**src/core/tlp_defines.vh**
```
`ifndef TLP_DEFINES_VH
`define TLP_DEFINES_VH
`define TLP_ADDR_LIMIT 8'h7A
`define TLP_ADDR_PULSES 8'h7B
`define TLP_ADDR_TSTAT 8'h79
`define TLP_ADDR_ISTAT2 8'h42
`define TLP_ADDR_MASK2 8'h75
`define TLP_ISTAT2_TMR_BIT 5
`define TLP_MASK2_F4_BIT 5
`define TLP_LIMIT_RESET 8'h00
`define TLP_PULSES_RESET 8'h55
`define TLP_FIRST_FAN_PULSE_COUNT_LSB 0
`define TLP_SECOND_FAN_PULSE_COUNT_LSB 2
`define TLP_THIRD_FAN_PULSE_COUNT_LSB 4
`define TLP_FOURTH_FAN_PULSE_COUNT_LSB 6
`define TLP_STEP_US 22760
`define TLP_CLK_NS 10
`define TLP_STEP_CYC ((`TLP_STEP_US * 1000) / `TLP_CLK_NS)
`endif

```
**src/core/tlp_tach_meas.v**
```verilog
`timescale 1ns/1ps
`include "tlp_defines.vh"
module tlp_tach_meas #(
  parameter CW = 16
) (
  input wire clk_sys,
  input wire rst_n,
  input wire tach_pulse,
  input wire [1:0] pulse_sel,
  output reg [CW-1:0] period,
  output reg done
);
  // =====================================================================
  // Measurement of one fan: counts clocks over the selected pulse count.
  reg [2:0] pulses;
  reg [2:0] target;
  reg [CW-1:0] cnt;
  reg running;
  always @(posedge clk_sys or negedge rst_n) begin
    if (!rst_n) begin
      pulses <= 3'h0;
      target <= 3'h2;
      cnt <= {CW{1'b0}};
      running <= 1'b0;
      period <= {CW{1'b0}};
      done <= 1'b0;
    end else begin
      done <= 1'b0;
      if (!running) begin
        if (tach_pulse) begin
          running <= 1'b1;
          pulses <= 3'h0;
          cnt <= {{(CW-1){1'b0}}, 1'b1};
          target <= {1'b0, pulse_sel} + 3'h1; // [RULE_15]
        end
      end else begin
        cnt <= cnt + {{(CW-1){1'b0}}, 1'b1};
        if (tach_pulse) begin
          if (pulses + 3'h1 == target) begin
            running <= 1'b0; // [RULE_15]
            period <= cnt;
            done <= 1'b1;
          end else begin
            pulses <= pulses + 3'h1;
          end
        end
      end
    end
  end
endmodule // tlp_tach_meas

```
**src/core/tlp_thermal_alarm_pin_limit.v**
```verilog
`timescale 1ns/1ps
`include "tlp_defines.vh"
// Behaviour
// [RULE_01] Limit is 8 bits, 22.76 ms per count.
// [RULE_02] Limit spans 45.52 ms to 5.82 s; the code flags up to 5.80 s, and a limit of 0xFF never flags.
// [RULE_03] Exceeding limit sets status bit 5 at 0x42.
// [RULE_04] Zero limit flags immediately on assertion.
// [RULE_05] Limit register read/write, resets to zero.
// [RULE_06] Bits 1:0 select fan one pulses.
// [RULE_07] Bits 3:2 select fan two pulses.
// [RULE_08] Bits 5:4 select fan three pulses.
// [RULE_09] Bits 7:6 select fan four pulses.
// [RULE_10] Pulse register read/write, resets to 0x55.
// [RULE_11] Time assertion; upper bits zero until 45.52 ms.
// [RULE_12] Bit zero sets on assertion, clears on read.
// [RULE_13] Fourth fan mask suppresses timer alert.
// [RULE_14] Flag set within one step after limit.
// [RULE_15] Measurement ends at pulses chosen at start.
module tlp_thermal_alarm_pin_limit #(
  parameter STEP_CYC = `TLP_STEP_CYC,
  parameter CW = 16
) (
  input wire clk_sys,
  input wire rst_n,
  input wire reg_wr,
  input wire reg_rd,
  input wire [7:0] reg_addr,
  input wire [7:0] reg_wdata,
  input wire thermal_alarm_pin_n,
  input wire fourth_speed_input_is_alarm,
  input wire [3:0] tach_in,
  output reg [7:0] reg_rdata,
  output reg fourth_fan_or_timer_flag,
  output reg alert_n,
  output reg [4*CW-1:0] fan_period,
  output reg [3:0] fan_done
);
  // =====================================================================
  // Input synchronisers.
  reg [1:0] alarm_sync;
  reg [3:0] tach_s1;
  reg [3:0] tach_s2;
  reg [3:0] tach_s3;
  always @(posedge clk_sys or negedge rst_n) begin
    if (!rst_n) begin
      alarm_sync <= 2'h0;
      tach_s1 <= 4'h0;
      tach_s2 <= 4'h0;
      tach_s3 <= 4'h0;
    end else begin
      alarm_sync <= {alarm_sync[0], ~thermal_alarm_pin_n};
      tach_s1 <= tach_in;
      tach_s2 <= tach_s1;
      tach_s3 <= tach_s2;
    end
  end
  wire alarm = alarm_sync[1];
  wire [3:0] tach_rise = tach_s2 & ~tach_s3;

  // =====================================================================
  // Registers.
  reg [7:0] assertion_time_limit_field;
  reg [7:0] fan_pulse_count_select;
  reg fourth_fan_mask;
  always @(posedge clk_sys or negedge rst_n) begin
    if (!rst_n) begin
      assertion_time_limit_field <= `TLP_LIMIT_RESET; // [RULE_05]
      fan_pulse_count_select <= `TLP_PULSES_RESET; // [RULE_10]
      fourth_fan_mask <= 1'b0;
    end else if (reg_wr) begin
      if (reg_addr == `TLP_ADDR_LIMIT) begin
        assertion_time_limit_field <= reg_wdata; // [RULE_01]
      end else if (reg_addr == `TLP_ADDR_PULSES) begin
        fan_pulse_count_select <= reg_wdata;
      end else if (reg_addr == `TLP_ADDR_MASK2) begin
        fourth_fan_mask <= reg_wdata[`TLP_MASK2_F4_BIT];
      end
    end
  end

  // =====================================================================
  // Assertion timer.
  reg [31:0] step_cnt;
  reg [7:0] assertion_time_count;
  reg assertion_seen_bit;
  reg [7:0] run_steps;
  reg alarm_d;
  wire rd_tstat = reg_rd && (reg_addr == `TLP_ADDR_TSTAT);
  wire rd_istat = reg_rd && (reg_addr == `TLP_ADDR_ISTAT2);
  wire step_tick = alarm && (step_cnt == STEP_CYC - 1);
  wire rise = alarm && !alarm_d;
  wire [7:0] next_steps = (run_steps == 8'hFF) ? 8'hFF : run_steps + 8'h01;
  always @(posedge clk_sys or negedge rst_n) begin
    if (!rst_n) begin
      step_cnt <= 32'h0;
      run_steps <= 8'h00;
      alarm_d <= 1'b0;
      assertion_time_count <= 8'h00;
      assertion_seen_bit <= 1'b0;
    end else begin
      alarm_d <= alarm;
      if (!alarm || step_tick) begin
        step_cnt <= 32'h0;
      end else begin
        step_cnt <= step_cnt + 32'h1;
      end
      if (rise) begin
        run_steps <= 8'h00;
      end else if (step_tick) begin
        run_steps <= next_steps; // [RULE_11]
      end
      if (step_tick && next_steps >= 8'h02) begin
        assertion_time_count <= next_steps; // [RULE_11]
      end else if (rd_tstat) begin
        assertion_time_count <= 8'h00;
      end
      if (rise || (step_tick && next_steps >= 8'h02)) begin
        assertion_seen_bit <= 1'b1; // [RULE_12]
      end else if (rd_tstat) begin
        assertion_seen_bit <= 1'b0; // [RULE_12]
      end
    end
  end
  wire [7:0] tstat_view = (assertion_time_count >= 8'h02) ?
                          {assertion_time_count[7:1], 1'b1} : {7'h00, assertion_seen_bit};

  // =====================================================================
  // Limit compare and status flag; set wins over clear on read.
  wire limit_hit = (assertion_time_limit_field == 8'h00) ? rise : // [RULE_04]
                   (step_tick && next_steps > assertion_time_limit_field); // [RULE_14] [RULE_02]
  always @(posedge clk_sys or negedge rst_n) begin
    if (!rst_n) begin
      fourth_fan_or_timer_flag <= 1'b0;
      alert_n <= 1'b1;
    end else begin
      if (limit_hit && fourth_speed_input_is_alarm) begin
        fourth_fan_or_timer_flag <= 1'b1; // [RULE_03]
      end else if (rd_istat) begin
        fourth_fan_or_timer_flag <= 1'b0;
      end
      alert_n <= ~(fourth_fan_or_timer_flag && !fourth_fan_mask); // [RULE_13]
    end
  end

  // =====================================================================
  // Read data.
  always @(posedge clk_sys or negedge rst_n) begin
    if (!rst_n) begin
      reg_rdata <= 8'h00;
    end else if (reg_rd) begin
      if (reg_addr == `TLP_ADDR_LIMIT) begin
        reg_rdata <= assertion_time_limit_field;
      end else if (reg_addr == `TLP_ADDR_PULSES) begin
        reg_rdata <= fan_pulse_count_select;
      end else if (reg_addr == `TLP_ADDR_TSTAT) begin
        reg_rdata <= tstat_view;
      end else if (reg_addr == `TLP_ADDR_ISTAT2) begin
        reg_rdata <= {2'h0, fourth_fan_or_timer_flag, 5'h00};
      end else if (reg_addr == `TLP_ADDR_MASK2) begin
        reg_rdata <= {2'h0, fourth_fan_mask, 5'h00};
      end else begin
        reg_rdata <= 8'h00;
      end
    end
  end

  // =====================================================================
  // Fan measurements.
  wire [4*CW-1:0] per_w;
  wire [3:0] done_w;
  wire [7:0] sel = fan_pulse_count_select; // [RULE_06] [RULE_07] [RULE_08] [RULE_09]
  genvar i;
  generate
    for (i = 0; i < 4; i = i + 1) begin : g_fan
      tlp_tach_meas #(.CW(CW)) u_meas (
        .clk_sys(clk_sys),
        .rst_n(rst_n),
        .tach_pulse(tach_rise[i]),
        .pulse_sel(sel[2*i+1:2*i]),
        .period(per_w[CW*i+CW-1:CW*i]),
        .done(done_w[i])
      );
    end
  endgenerate
  always @(posedge clk_sys or negedge rst_n) begin
    if (!rst_n) begin
      fan_period <= {4*CW{1'b0}};
      fan_done <= 4'h0;
    end else begin
      fan_period <= per_w;
      fan_done <= done_w;
    end
  end
endmodule // tlp_thermal_alarm_pin_limit

```
**config.mk**
```make
export PLATFORM = sky130hd
export DESIGN_NAME = tlp_thermal_alarm_pin_limit
export DESIGN_NICKNAME = d
export VERILOG_FILES = /design/src/core/tlp_tach_meas.v /design/src/core/tlp_thermal_alarm_pin_limit.v
export VERILOG_INCLUDE_DIRS = /design/src /design/src/core
export SDC_FILE = /design/constraint.sdc
export NUM_CORES = 1
export LEC_CHECK = 0
export ABC_AREA = 0
export BUFFER_PORTS_ARGS = -buffer_cell sky130_fd_sc_hd__buf_2
export CORE_UTILIZATION = 49
export DETAILED_ROUTE_END_ITERATION = 12
export PLACE_DENSITY = 0.69
export SLEW_MARGIN = 0
export SYNTH_ARGS = -nofsm -noshare
export SYNTH_HDL_FRONTEND = slang
export SYNTH_SLANG_ARGS = --single-unit
```
**constraint.sdc**
```tcl
create_clock -name clk_sys -period 3.7 [get_ports clk_sys]
set_input_delay 0.925 -clock clk_sys [delete_from_list [all_inputs] [get_ports clk_sys]]
set_output_delay 0.925 -clock clk_sys [all_outputs]
set_load 0.01 [all_outputs]
```
Word-level counts from Yosys, hierarchy flattened
Index checks and enable logic that the tools add are counted.
{ "word_totals": {"register_bits": 319, "input_bits": 26, "output_inout_bits": 78} }
{ "classes": {"add_sub_neg": 14, "n_lt_le_gt_ge": 3, "eq_ne": 15, "n_mux": 69, "bitwise": 10, "n_reduce_logical": 37} }
{ "op_table": {"columns": ["cell", "count"], "rows": [
  ["$mux W16", 8],
  ["$mux W8", 9],
  ["$add A16 B1 Y16 const B", 4],
  ["$mux W3", 16],
  ["$eq A8 B7 Y1 const B", 5],
  ["$mux W1", 33],
  ["$add A32 B1 Y32 const B", 1],
  ["$eq A32 B22 Y1 const B", 1],
  ["$mux W32", 1],
  ["$reduce_and A2 Y1", 9],
  ["$ge A8 B2 Y1 const B", 2],
  ["$reduce_bool A2 Y1", 8],
  ["$reduce_and A3 Y1", 5],
  ["$add A2 B1 Y3 const B", 4],
  ["$add A3 B1 Y3 const B", 4],
  ["$eq A3 B3 Y1", 4],
  ["$mux W6", 2],
  ["$add A8 B1 Y8 const B", 1],
  ["$eq A8 B8 Y1 const B", 1],
  ["$gt A8 B8 Y1", 1],
  ["$logic_and A1 B1 Y1", 8],
  ["$logic_not A8 Y1", 1],
  ["$ne A2 B2 Y1 const B", 4],
  ["$not A1 Y1", 8],
  ["5 further kinds", 8]
]} }

Depth between registers and ports, before layout
Gate-level depths: netlist of the first run.
{ "logic_depth": {"ltp_word": 7, "ltp_mapped": 12} }

Modules after synthesis
A second synthesis of the first run with hierarchy kept.
{ "hier_totals": {"cells_unflattened": 1061, "area_unflattened_um2": 13163.9} }
{ "by_module_without_submodules": {"columns": ["mod", "instances", "cells_each", "area_per_inst_um2", "seq_area_each_um2"], "rows": [
  ["tlp_tach_meas", 4, 146, 1783.0, 1002.2],
  ["tlp_thermal_alarm_pin_limit", 1, 477, 6032.0, 3960.0]
]} }

Least setup slack after synthesis of the first run
OpenSTA, ideal clock, no wires.
{ "synth_timing": {"path_type": "reg2reg", "from": "register run_steps[0]", "to": "register fourth_fan_or_timer_flag", "t_arrival_ps": 2514, "required_ps": 3605, "slack_ps": 1091, "path_stages_with_launch": 12, "path_buffers": 1, "period_less_slack_ps": 2609, "cell_sequence": "dfrtp_1 ha_1 and3_1 buf_2 nand3_1 mux2_4 ha_1 and4_1 nand2_1 o311ai_0 nor2_1 o31ai_1"} }
{ "synth_between": {"elab_chain_len": 7} }
{ "synth_rtl": {"columns": ["item", "line_no", "rtl"], "rows": [
  ["start, declared", "tlp_thermal_alarm_pin_limit.v:86", "reg [7:0] run_steps;"],
  ["start signal, assigned", "tlp_thermal_alarm_pin_limit.v:110", "run_steps <= next_steps;"],
  ["$add A8 B1 Y8 or $eq A8 B8 Y1 (tied branches)", "tlp_thermal_alarm_pin_limit.v:92", "wire [7:0] next_steps = (run_steps == 8'hFF) ? 8'hFF : run_steps + 8'h01;"],
  ["$mux W8 (*)", "tlp_thermal_alarm_pin_limit.v:92", null],
  ["$gt A8 B8 Y1 (*)", "tlp_thermal_alarm_pin_limit.v:130", "(step_tick && next_steps > assertion_time_limit_field);"],
  ["$logic_and A1 B1 Y1 (*)", "tlp_thermal_alarm_pin_limit.v:130", null],
  ["$mux W1 (*)", "tlp_thermal_alarm_pin_limit.v:129", "wire limit_hit = (assertion_time_limit_field == 8'h00) ? rise :"],
  ["$logic_and A1 B1 Y1 (*)", "tlp_thermal_alarm_pin_limit.v:136", "if (limit_hit && fourth_speed_input_is_alarm) begin"],
  ["$mux W1 or $reduce_bool A2 Y1 (tied branches)", null, null],
  ["end signal, assigned", "tlp_thermal_alarm_pin_limit.v:133", "fourth_fan_or_timer_flag <= 1'b0;"],
  ["end signal, assigned", "tlp_thermal_alarm_pin_limit.v:137", "fourth_fan_or_timer_flag <= 1'b1;"],
  ["end signal, assigned", "tlp_thermal_alarm_pin_limit.v:139", "fourth_fan_or_timer_flag <= 1'b0;"],
  ["end, declared", "tlp_thermal_alarm_pin_limit.v:33", "output reg fourth_fan_or_timer_flag,"]
]} }
Every way passes the cells marked *; elsewhere a longest branch is shown, timed or not.
A chain may end at the register's enable or synchronous reset.

Worst setup path in the final report of the first run
{ "layout_timing": {"from": "register run_steps[1]", "to": "register fourth_fan_or_timer_flag"} }
The elaborated chain is that of the path after synthesis.

==> impl_summary.txt, run 1 <==
----------------------------------------------------
[Outcome]
  Status ... finished clean

[Critical path]
  Maximum fanout along the worst path ... 7
  Worst reg2reg startpoint ... run_steps[1]
  Worst path required time ... 4.10 ns
  Reg2Reg Depth ... 10
  Critical Path Start Type ... register
  Critical Setup Path Class ... register to register
  Arrival time at the worst endpoint ... 3.19 ns
  Kind of end point of the critical path ... register
  Worst setup slack for register-to-register paths ... 0.90 ns
  Reg2reg end ... fourth_fan_or_timer_flag

[Run]
  Max Cap Viol ... 0

[GRT]
  Largest net degree at the start of global routing ... 94
  Total gr overflow ... 0
  Via count of the first global-routing pass ... 7778
  First-pass GRT wire length ... 39400 um
  Antenna violations before repair ... 0
  GRT Overall Usage ... 18.1%

[Timing]
  Total negative slack ... 0 ns
  Number of max-slew violations in the final report ... 0
  Maximum achievable frequency ... 358 MHz
  Number of hold violations in the final report ... 0
  Worst slew pin tran ... 0.990 ns
  Setup Viol. Count Final ... 0
  Unrepaired setup endpoints after global routing ... no
  Clk_skew ... 0.0153 ns
  Share of the clock period used by the worst path ... 75.6%
  Fin crit period ... 2.80 ns
  Relative slew margins ... 33.9%
  Post-route setup slack ... 0.905 ns

[Floorplan]
  Die W ... 165 um
  Standard-cell row count ... 59
  Initial Util ... 49.8%
  Die Height ... 165 um
  Core outline area ... 26000 um^2
  Die Area ... 27100 um^2
  IO Count ... 104

[Clock network]
  Number of buffers inserted by hold repair at cts ... 0
  CTS tree ... built
  CTS clock-pin slew for the worst setup and hold paths ... 0.06 ns
  Total clock sinks ... 318
  Bufs on Longest Clock Path ... 3
  TritonCTS Buffers ... 34
  Cell at the root of the clock tree ... sky130_fd_sc_hd__clkbuf_16
  Postcts setup bufs ... 0
  Htree depth ... 2
  Number of resized instances in the post-cts repair step ... 0
  Clock insertion delay at the later pin of the skew report ... 0.50 ns

[Logic synthesis]
  Synthesis Warnings ... 0
  Synth top cells by count ... sky130_fd_sc_hd__dfrtp_1, sky130_fd_sc_hd__mux2_2, sky130_fd_sc_hd__nand2_1
  Post-synth EDFFs ... 0
  Cell area after technology mapping ... 13000 um^2
  Number of instances in the synthesized netlist ... 1058
  FF+latch count, synth ... 318
  Top cell type's share of synthesized area ... 59.7%
  Cell taking the most area after synthesis ... sky130_fd_sc_hd__dfrtp_1
  Part of the Yosys area used for sequential elements ... 61.5%
  Syn Area/Cell ... 12.2 um^2
  Share of flip-flops with an asynchronous set or reset after synthesis ... 100%
  Primary FF master, synth ... sky130_fd_sc_hd__dfrtp_1
  Post-Syn Nets ... 1105
  Top cells by area, synth ... sky130_fd_sc_hd__dfrtp_1, sky130_fd_sc_hd__mux2_2, sky130_fd_sc_hd__nand3_1
  Most common cell in the synthesized netlist ... sky130_fd_sc_hd__dfrtp_1
  Post-synth cell types ... 56

[Power]
  Largest voltage drop on the vdd net ... 0.452 mV
  Net switching power ... 2.35 mW
  Leakage component of the power ... 7.21 nW
  Combinational power share ... 13.7%
  Sequential Power Share ... 48.6%
  Cell internal power dissipation ... 6.69 mW
  Clock power share ... 37.7%
  Switching Share ... 26.0%
  Cell area power density ... 605 nW/um^2

[Placed design]
  Cell area after placement ... 13800 um^2
  Number of buffers inserted by port buffering ... 103
  Post-place setup slack ... 0.946 ns
  Placed instance count ... 1470
  Detailed Place HPWL ... 16000 um
  Last weighted congestion value of the routability-driven placer ... 0.846

[Final layout]
  Antenna cell count ... 0
  Total of fill cells in the finished design ... 2172
  Post-route design area ... 15000 um^2
  Core occupancy in the finished layout ... 57.6%
  Count of placed standard cells in the final layout, fillers left out ... 1530
  Count of nets after finishing ... 1218
  Share of layout cells above drive strength 1 ... 23.3%
  Relative area change from synthesis to final layout ... 15.5%

[Detailed routing]
  Number of vias in the routed layout ... 8248
  Wire per inst ... 15.5 um
  Remaining design rule violation count ... 0
  Number of nets with antenna violations after detailed routing ... 0
  DRT Wirelength ... 23700 um
  Post-DR vias/cell ... 5.39
  Initial DRC count ... 551
  Number of detailed-routing iterations run before antenna repair ... 5

[Worst hold path]
  Worst Hold Class ... register to register
  Hold path cells ... 0
  Hold path endpoint ... alarm_sync[1]
  Hold wc startpoint ... alarm_sync[0]

----------------------------------------------------
[power groups by stage]
stage | Sequential (mW) | Clock, mW | Combinational, mW
after detailed placement | 4.45 | 0 | 1.25
after floorplan | 4.37 | 0 | 0.900
after global placement | 4.44 | 0 | 1.20
after global routing | 4.48 | 3.66 | 1.42
final | 4.40 | 3.41 | 1.24
after CTS | 4.40 | 3.52 | 1.26
[flip-flops by register name, summed over array words and instances (netlist names), 2 cells and up]
name and flops:
alarm_sync 2, assertion_time_count 7, assertion_time_limit_field 8, fan_done 4
fan_period 64, fan_pulse_count_select 8, g_fan.u_meas.cnt 64, g_fan.u_meas.done 4
g_fan.u_meas.period 64, g_fan.u_meas.pulses 12, g_fan.u_meas.running 4, g_fan.u_meas.target 12
reg_rdata 8, run_steps 8, step_cnt 32, tach_s1 4
tach_s2 4, tach_s3 4
[per-layer routing]
layer  wire length (um)  GRT usage (%)  part of all wire [%]
met1              11100           25.6                    47
met2              11300           28.6                    48
met3                957           3.57                   4.0
met4                365           4.92                   1.5
met5                  0              0                     0
[cell families (layout without fill, tap and decap cells)]
kind of cell	count (synthesis)	count (layout)	share of synthesized area (%)
simple gates	341	341	13.9
flops	318	318	61.5
compound gates	149	149	7.01
mux	118	118	10.1
buf+inv	70	207	2.25
xor+xnor	41	41	3.20
fa+ha+maj	21	21	2.03
[critical path, cell delays in order, from the launching register on]
cell and delay (ns):
sky130_fd_sc_hd__dfrtp_1 0.45, sky130_fd_sc_hd__ha_1 0.27, sky130_fd_sc_hd__and3_1 0.29, sky130_fd_sc_hd__nand3_1 0.13, sky130_fd_sc_hd__mux2_4 0.34, sky130_fd_sc_hd__ha_1 0.29, sky130_fd_sc_hd__and4_1 0.21, sky130_fd_sc_hd__nand2_1 0.09
sky130_fd_sc_hd__o311ai_0 0.34, sky130_fd_sc_hd__nor2_1 0.09, sky130_fd_sc_hd__o31ai_1 0.22
[placed cells by master (no fill, tap or decap), drive strengths merged, types with 13 or more instances in the layout]
| master | synthesis | routed |
|---|---|---|
| a21oi | 26 | 26 |
| nand3 | 69 | 69 |
| mux2 | 98 | 98 |
| xnor2 | 20 | 20 |
| and3 | 21 | 21 |
| nand2 | 87 | 87 |
| nor3 | 17 | 17 |
| buf | 12 | 108 |
| xor2 | 17 | 17 |
| mux2i | 20 | 20 |
| dfrtp | 309 | 309 |
| clkbuf | 19 | 49 |
| nor2b | 13 | 13 |
| ha | 21 | 21 |
| nor2 | 53 | 53 |
| o21ai | 62 | 62 |
| nand4 | 28 | 28 |
| inv | 39 | 40 |
[layout make-up]
type,count,area [um^2],area share [%]
Clock inverter,11,165,1.10
Clock buffer,49,968,6.47
Tap cell,335,419,2.80
Timing Repair Buffer,108,601,4.01
Inverter,39,146,0.979
Sequential cell,318,7970,53.3
Multi-Input combinational cell,670,4690,31.4
[worst max-delay path by stage]
stage | start | to | slack (ns)
2_1_floorplan | run_steps[0] | fourth_fan_or_timer_flag | 1.09
3_3_place_gp | run_steps[1] | fourth_fan_or_timer_flag | 1.00
3_5_place_dp | run_steps[1] | fourth_fan_or_timer_flag | 0.95
4_1_cts | run_steps[1] | fourth_fan_or_timer_flag | 0.93
5_1_grt | run_steps[0] | fourth_fan_or_timer_flag | 0.75
6_report | run_steps[1] | fourth_fan_or_timer_flag | 0.90
[through the flow]
step | power (mW) | hold WS (ns)
after floorplan | 5.27 | 0.331
after global placement | 5.64 | 0.333
after detailed placement | 5.71 | 0.335
after CTS | 9.18 | 0.348
after global routing | 9.56 | 0.354
final | 9.04 | 0.345
Power figures use the tool's default switching activity.
==> inputs of run 2 (changes only) <==
==> constraint.sdc (replaced) <==
create_clock -name clk_sys -period 2.8 [get_ports clk_sys]
set_input_delay 0.7 -clock clk_sys [delete_from_list [all_inputs] [get_ports clk_sys]]
set_output_delay 0.7 -clock clk_sys [all_outputs]
set_load 0.01 [all_outputs]
==> run 2 against run 1 <==
Flip-flop and latch count stayed put. Hold slack worse by 0.26 ns. Utilization is 0.62 points higher. Clock skew hardly changed.
==> impl_summary.txt, run 2 (synthesis results as in run 1) <==
----------------------------------------------------
[Timing]
  Number of hold violations in the final report ... 0 (unchanged)
  Fin crit period ... 2.61 ns (-0.186 ns)
  Number of max-slew violations in the final report ... 0 (unchanged)
  Relative slew margins ... 54.2% (+20 points)
  Total negative slack ... 0 ns (unchanged)
  Worst slew pin tran ... 0.687 ns (-0.303 ns)
  Post-route setup slack ... 0.191 ns (-0.714 ns)
  Unrepaired setup endpoints after global routing ... no
  Setup Viol. Count Final ... 0 (unchanged)
  Hold slack final ... 0.0844 ns (-0.260 ns)
  Maximum achievable frequency ... 383 MHz (+7.1%)
  Clk_skew ... 0.0156 ns (+0.000301 ns)
  Share of the clock period used by the worst path ... 93.2% (+18 points)

[Clock network]
  TritonCTS Buffers ... 35 (+2.9%)
  Htree depth ... 2 (unchanged)
  Clock insertion delay at the later pin of the skew report ... 0.52 ns (+0.02 ns)
  Postcts setup bufs ... 0 (unchanged)
  CTS tree ... built
  Bufs on Longest Clock Path ... 3 (unchanged)
  CTS clock-pin slew for the worst setup and hold paths ... 0.06 ns (about the same)
  Total clock sinks ... 318 (unchanged)
  Cell at the root of the clock tree ... sky130_fd_sc_hd__clkbuf_16

[Critical path]
  Sequence of cells on the critical path ... ha_1 -> and3_1 -> nand3_1 -> mux2_4 -> ha_1 -> and4_1 -> nand2_1 -> o311ai_2 -> nor2_1 -> o31ai_1
  Longest individual stage delay on the worst path ... 0.38 ns (-0.07 ns)
  Critical Path Start Type ... register
  Critical path buffers and inverters ... 0 (unchanged)
  Critical Setup Path Class ... register to register
  Worst reg2reg startpoint ... run_steps[0]
  Kind of end point of the critical path ... register
  Worst path top cell family by delay ... simple AND/OR/NAND/NOR gates
  Reg2Reg Depth ... 10 (unchanged)
  Cell repeated most along the worst path ... sky130_fd_sc_hd__ha_1
  Worst setup slack for register-to-register paths ... 0.19 ns (-0.71 ns)
  Maximum fanout along the worst path ... 5 (-2)
  Worst path required time ... 3.23 ns (-0.87 ns)
  Arrival time at the worst endpoint ... 3.04 ns (-0.15 ns)
  Reg2reg end ... fourth_fan_or_timer_flag
  Crit path max-delay cell type ... sky130_fd_sc_hd__dfrtp_1

[Floorplan]
  Standard-cell row count ... 59 (unchanged)
  Die Area ... 27100 um^2 (unchanged)
  Die Height ... 165 um (unchanged)
  Die W ... 165 um (unchanged)
  Core outline area ... 26000 um^2 (unchanged)
  Initial Util ... 49.8% (unchanged)
  IO Count ... 104 (unchanged)

[Placed design]
  Last weighted congestion value of the routability-driven placer ... 0.838 (-0.95%)
  Detailed Place HPWL ... 16300 um (+1.8%)
  Post-place setup slack ... 0.132 ns (-0.814 ns)
  Number of buffers inserted by port buffering ... 103 (unchanged)

[Detailed routing]
  DRT Wirelength ... 24000 um (+1.0%)
  Number of nets with antenna violations after detailed routing ... 0 (unchanged)
  Number of detailed-routing iterations run before antenna repair ... 4 (-1)
  Post-DR vias/cell ... 5.37 (-0.36%)
  Wire per inst ... 15.5 um (-0.16%)
  Remaining design rule violation count ... 0 (unchanged)
  Initial DRC count ... 426 (-23%)
  Number of vias in the routed layout ... 8315 (+0.81%)

[GRT]
  GRT Overall Usage ... 18.5% (+0.40 points)
  Largest net degree at the start of global routing ... 71 (-24%)
  Total gr overflow ... 0 (unchanged)
  Antenna violations before repair ... 1 (+1)
  First-pass GRT wire length ... 40300 um (+2.3%)
  Via count of the first global-routing pass ... 8030 (+3.2%)

[Final layout]
  Core occupancy in the finished layout ... 58.2% (+0.62 points)
  Share of layout cells above drive strength 1 ... 24.7% (+1.4 points)
  Relative area change from synthesis to final layout ... 16.7%
  Registers with the most flip-flops ... fan_period x64, g_fan.u_meas.cnt x64, g_fan.u_meas.period x64
  Most frequent cells in the layout ... sky130_fd_sc_hd__dfrtp_1, sky130_fd_sc_hd__buf_2, sky130_fd_sc_hd__mux2_2
  Count of nets after finishing ... 1233 (+1.2%)
  Commonest non-fill, non-tap cell in the layout ... sky130_fd_sc_hd__dfrtp_1

[Run]
  Max Cap Viol ... 0 (unchanged)

[Outcome]
  Status ... finished clean

[Worst hold path]
  Worst Hold Class ... input port to asynchronous set/reset pin

[Power]
  Cell area power density ... 795 nW/um^2 (+32%)
  Largest voltage drop on the vdd net ... 0.543 mV (+20%)
  Leakage component of the power ... 7.32 nW (+1.5%)

----------------------------------------------------
## run 2: cell count changes in the layout (fill, tap and decap cells not counted), sizes merged
| cell | change |
|---|---|
| clkinvlp | -1 |
| diode | +1 |
| clkbuf | +2 |
| buf | +14 |
| bufinv | -2 |
| clkinv | +4 |
## run 2: through the flow
step	instances	total power, mW	instance area (um^2)
2_1_floorplan	1058	6.96	13000
3_3_place_gp	1484	7.46	13900
3_5_place_dp	1484	7.55	13900
4_1_cts	1547	12.2	15100
5_1_grt	1547	12.7	15100
6_report	1548	12.0	15100
## run 2: report_power, final
group	total [mW]	internal [mW]	leakage, nW	switching [mW]
combinational	1.66	0.822	2.54	0.834
clock	4.56	2.77	0.581	1.79
sequential	5.80	5.25	4.19	0.552
## run 2: area by class of cell
class                   count  area, um^2
fillers                  2174       10900
flip-flops and latches    318        7970
multi-input cells         670        4700
clock buffers              51        1040
repair buffers            122         718
well taps                 335         419
inverters                  39         146
clock inverters            12         129
diodes                      1        2.50
## run 2: worst max path at each step
stage / start / depth (start not counted) / slack, ns / end
floorplan: run_steps[0] / 11 / 0.19 / fourth_fan_or_timer_flag
global route: run_steps[0] / 11 / 0.008 / fourth_fan_or_timer_flag
CTS: run_steps[0] / 10 / 0.12 / fourth_fan_or_timer_flag
finish: run_steps[0] / 10 / 0.19 / fourth_fan_or_timer_flag
global placement: run_steps[0] / 10 / 0.19 / fourth_fan_or_timer_flag
detailed placement: run_steps[0] / 10 / 0.13 / fourth_fan_or_timer_flag
## run 2: what timing repair did
item	CTS	global route
hold buffers	0	0
endpoints found under the setup margin	0	1
resized for setup	0	2
## run 2: layer usage
layer / share of wire, % / global-route usage [%]
met3: 3.9 / 3.59
met4: 2.4 / 6.63
met1: 46 / 25.5
met2: 48 / 29.3
met5: 0 / 0
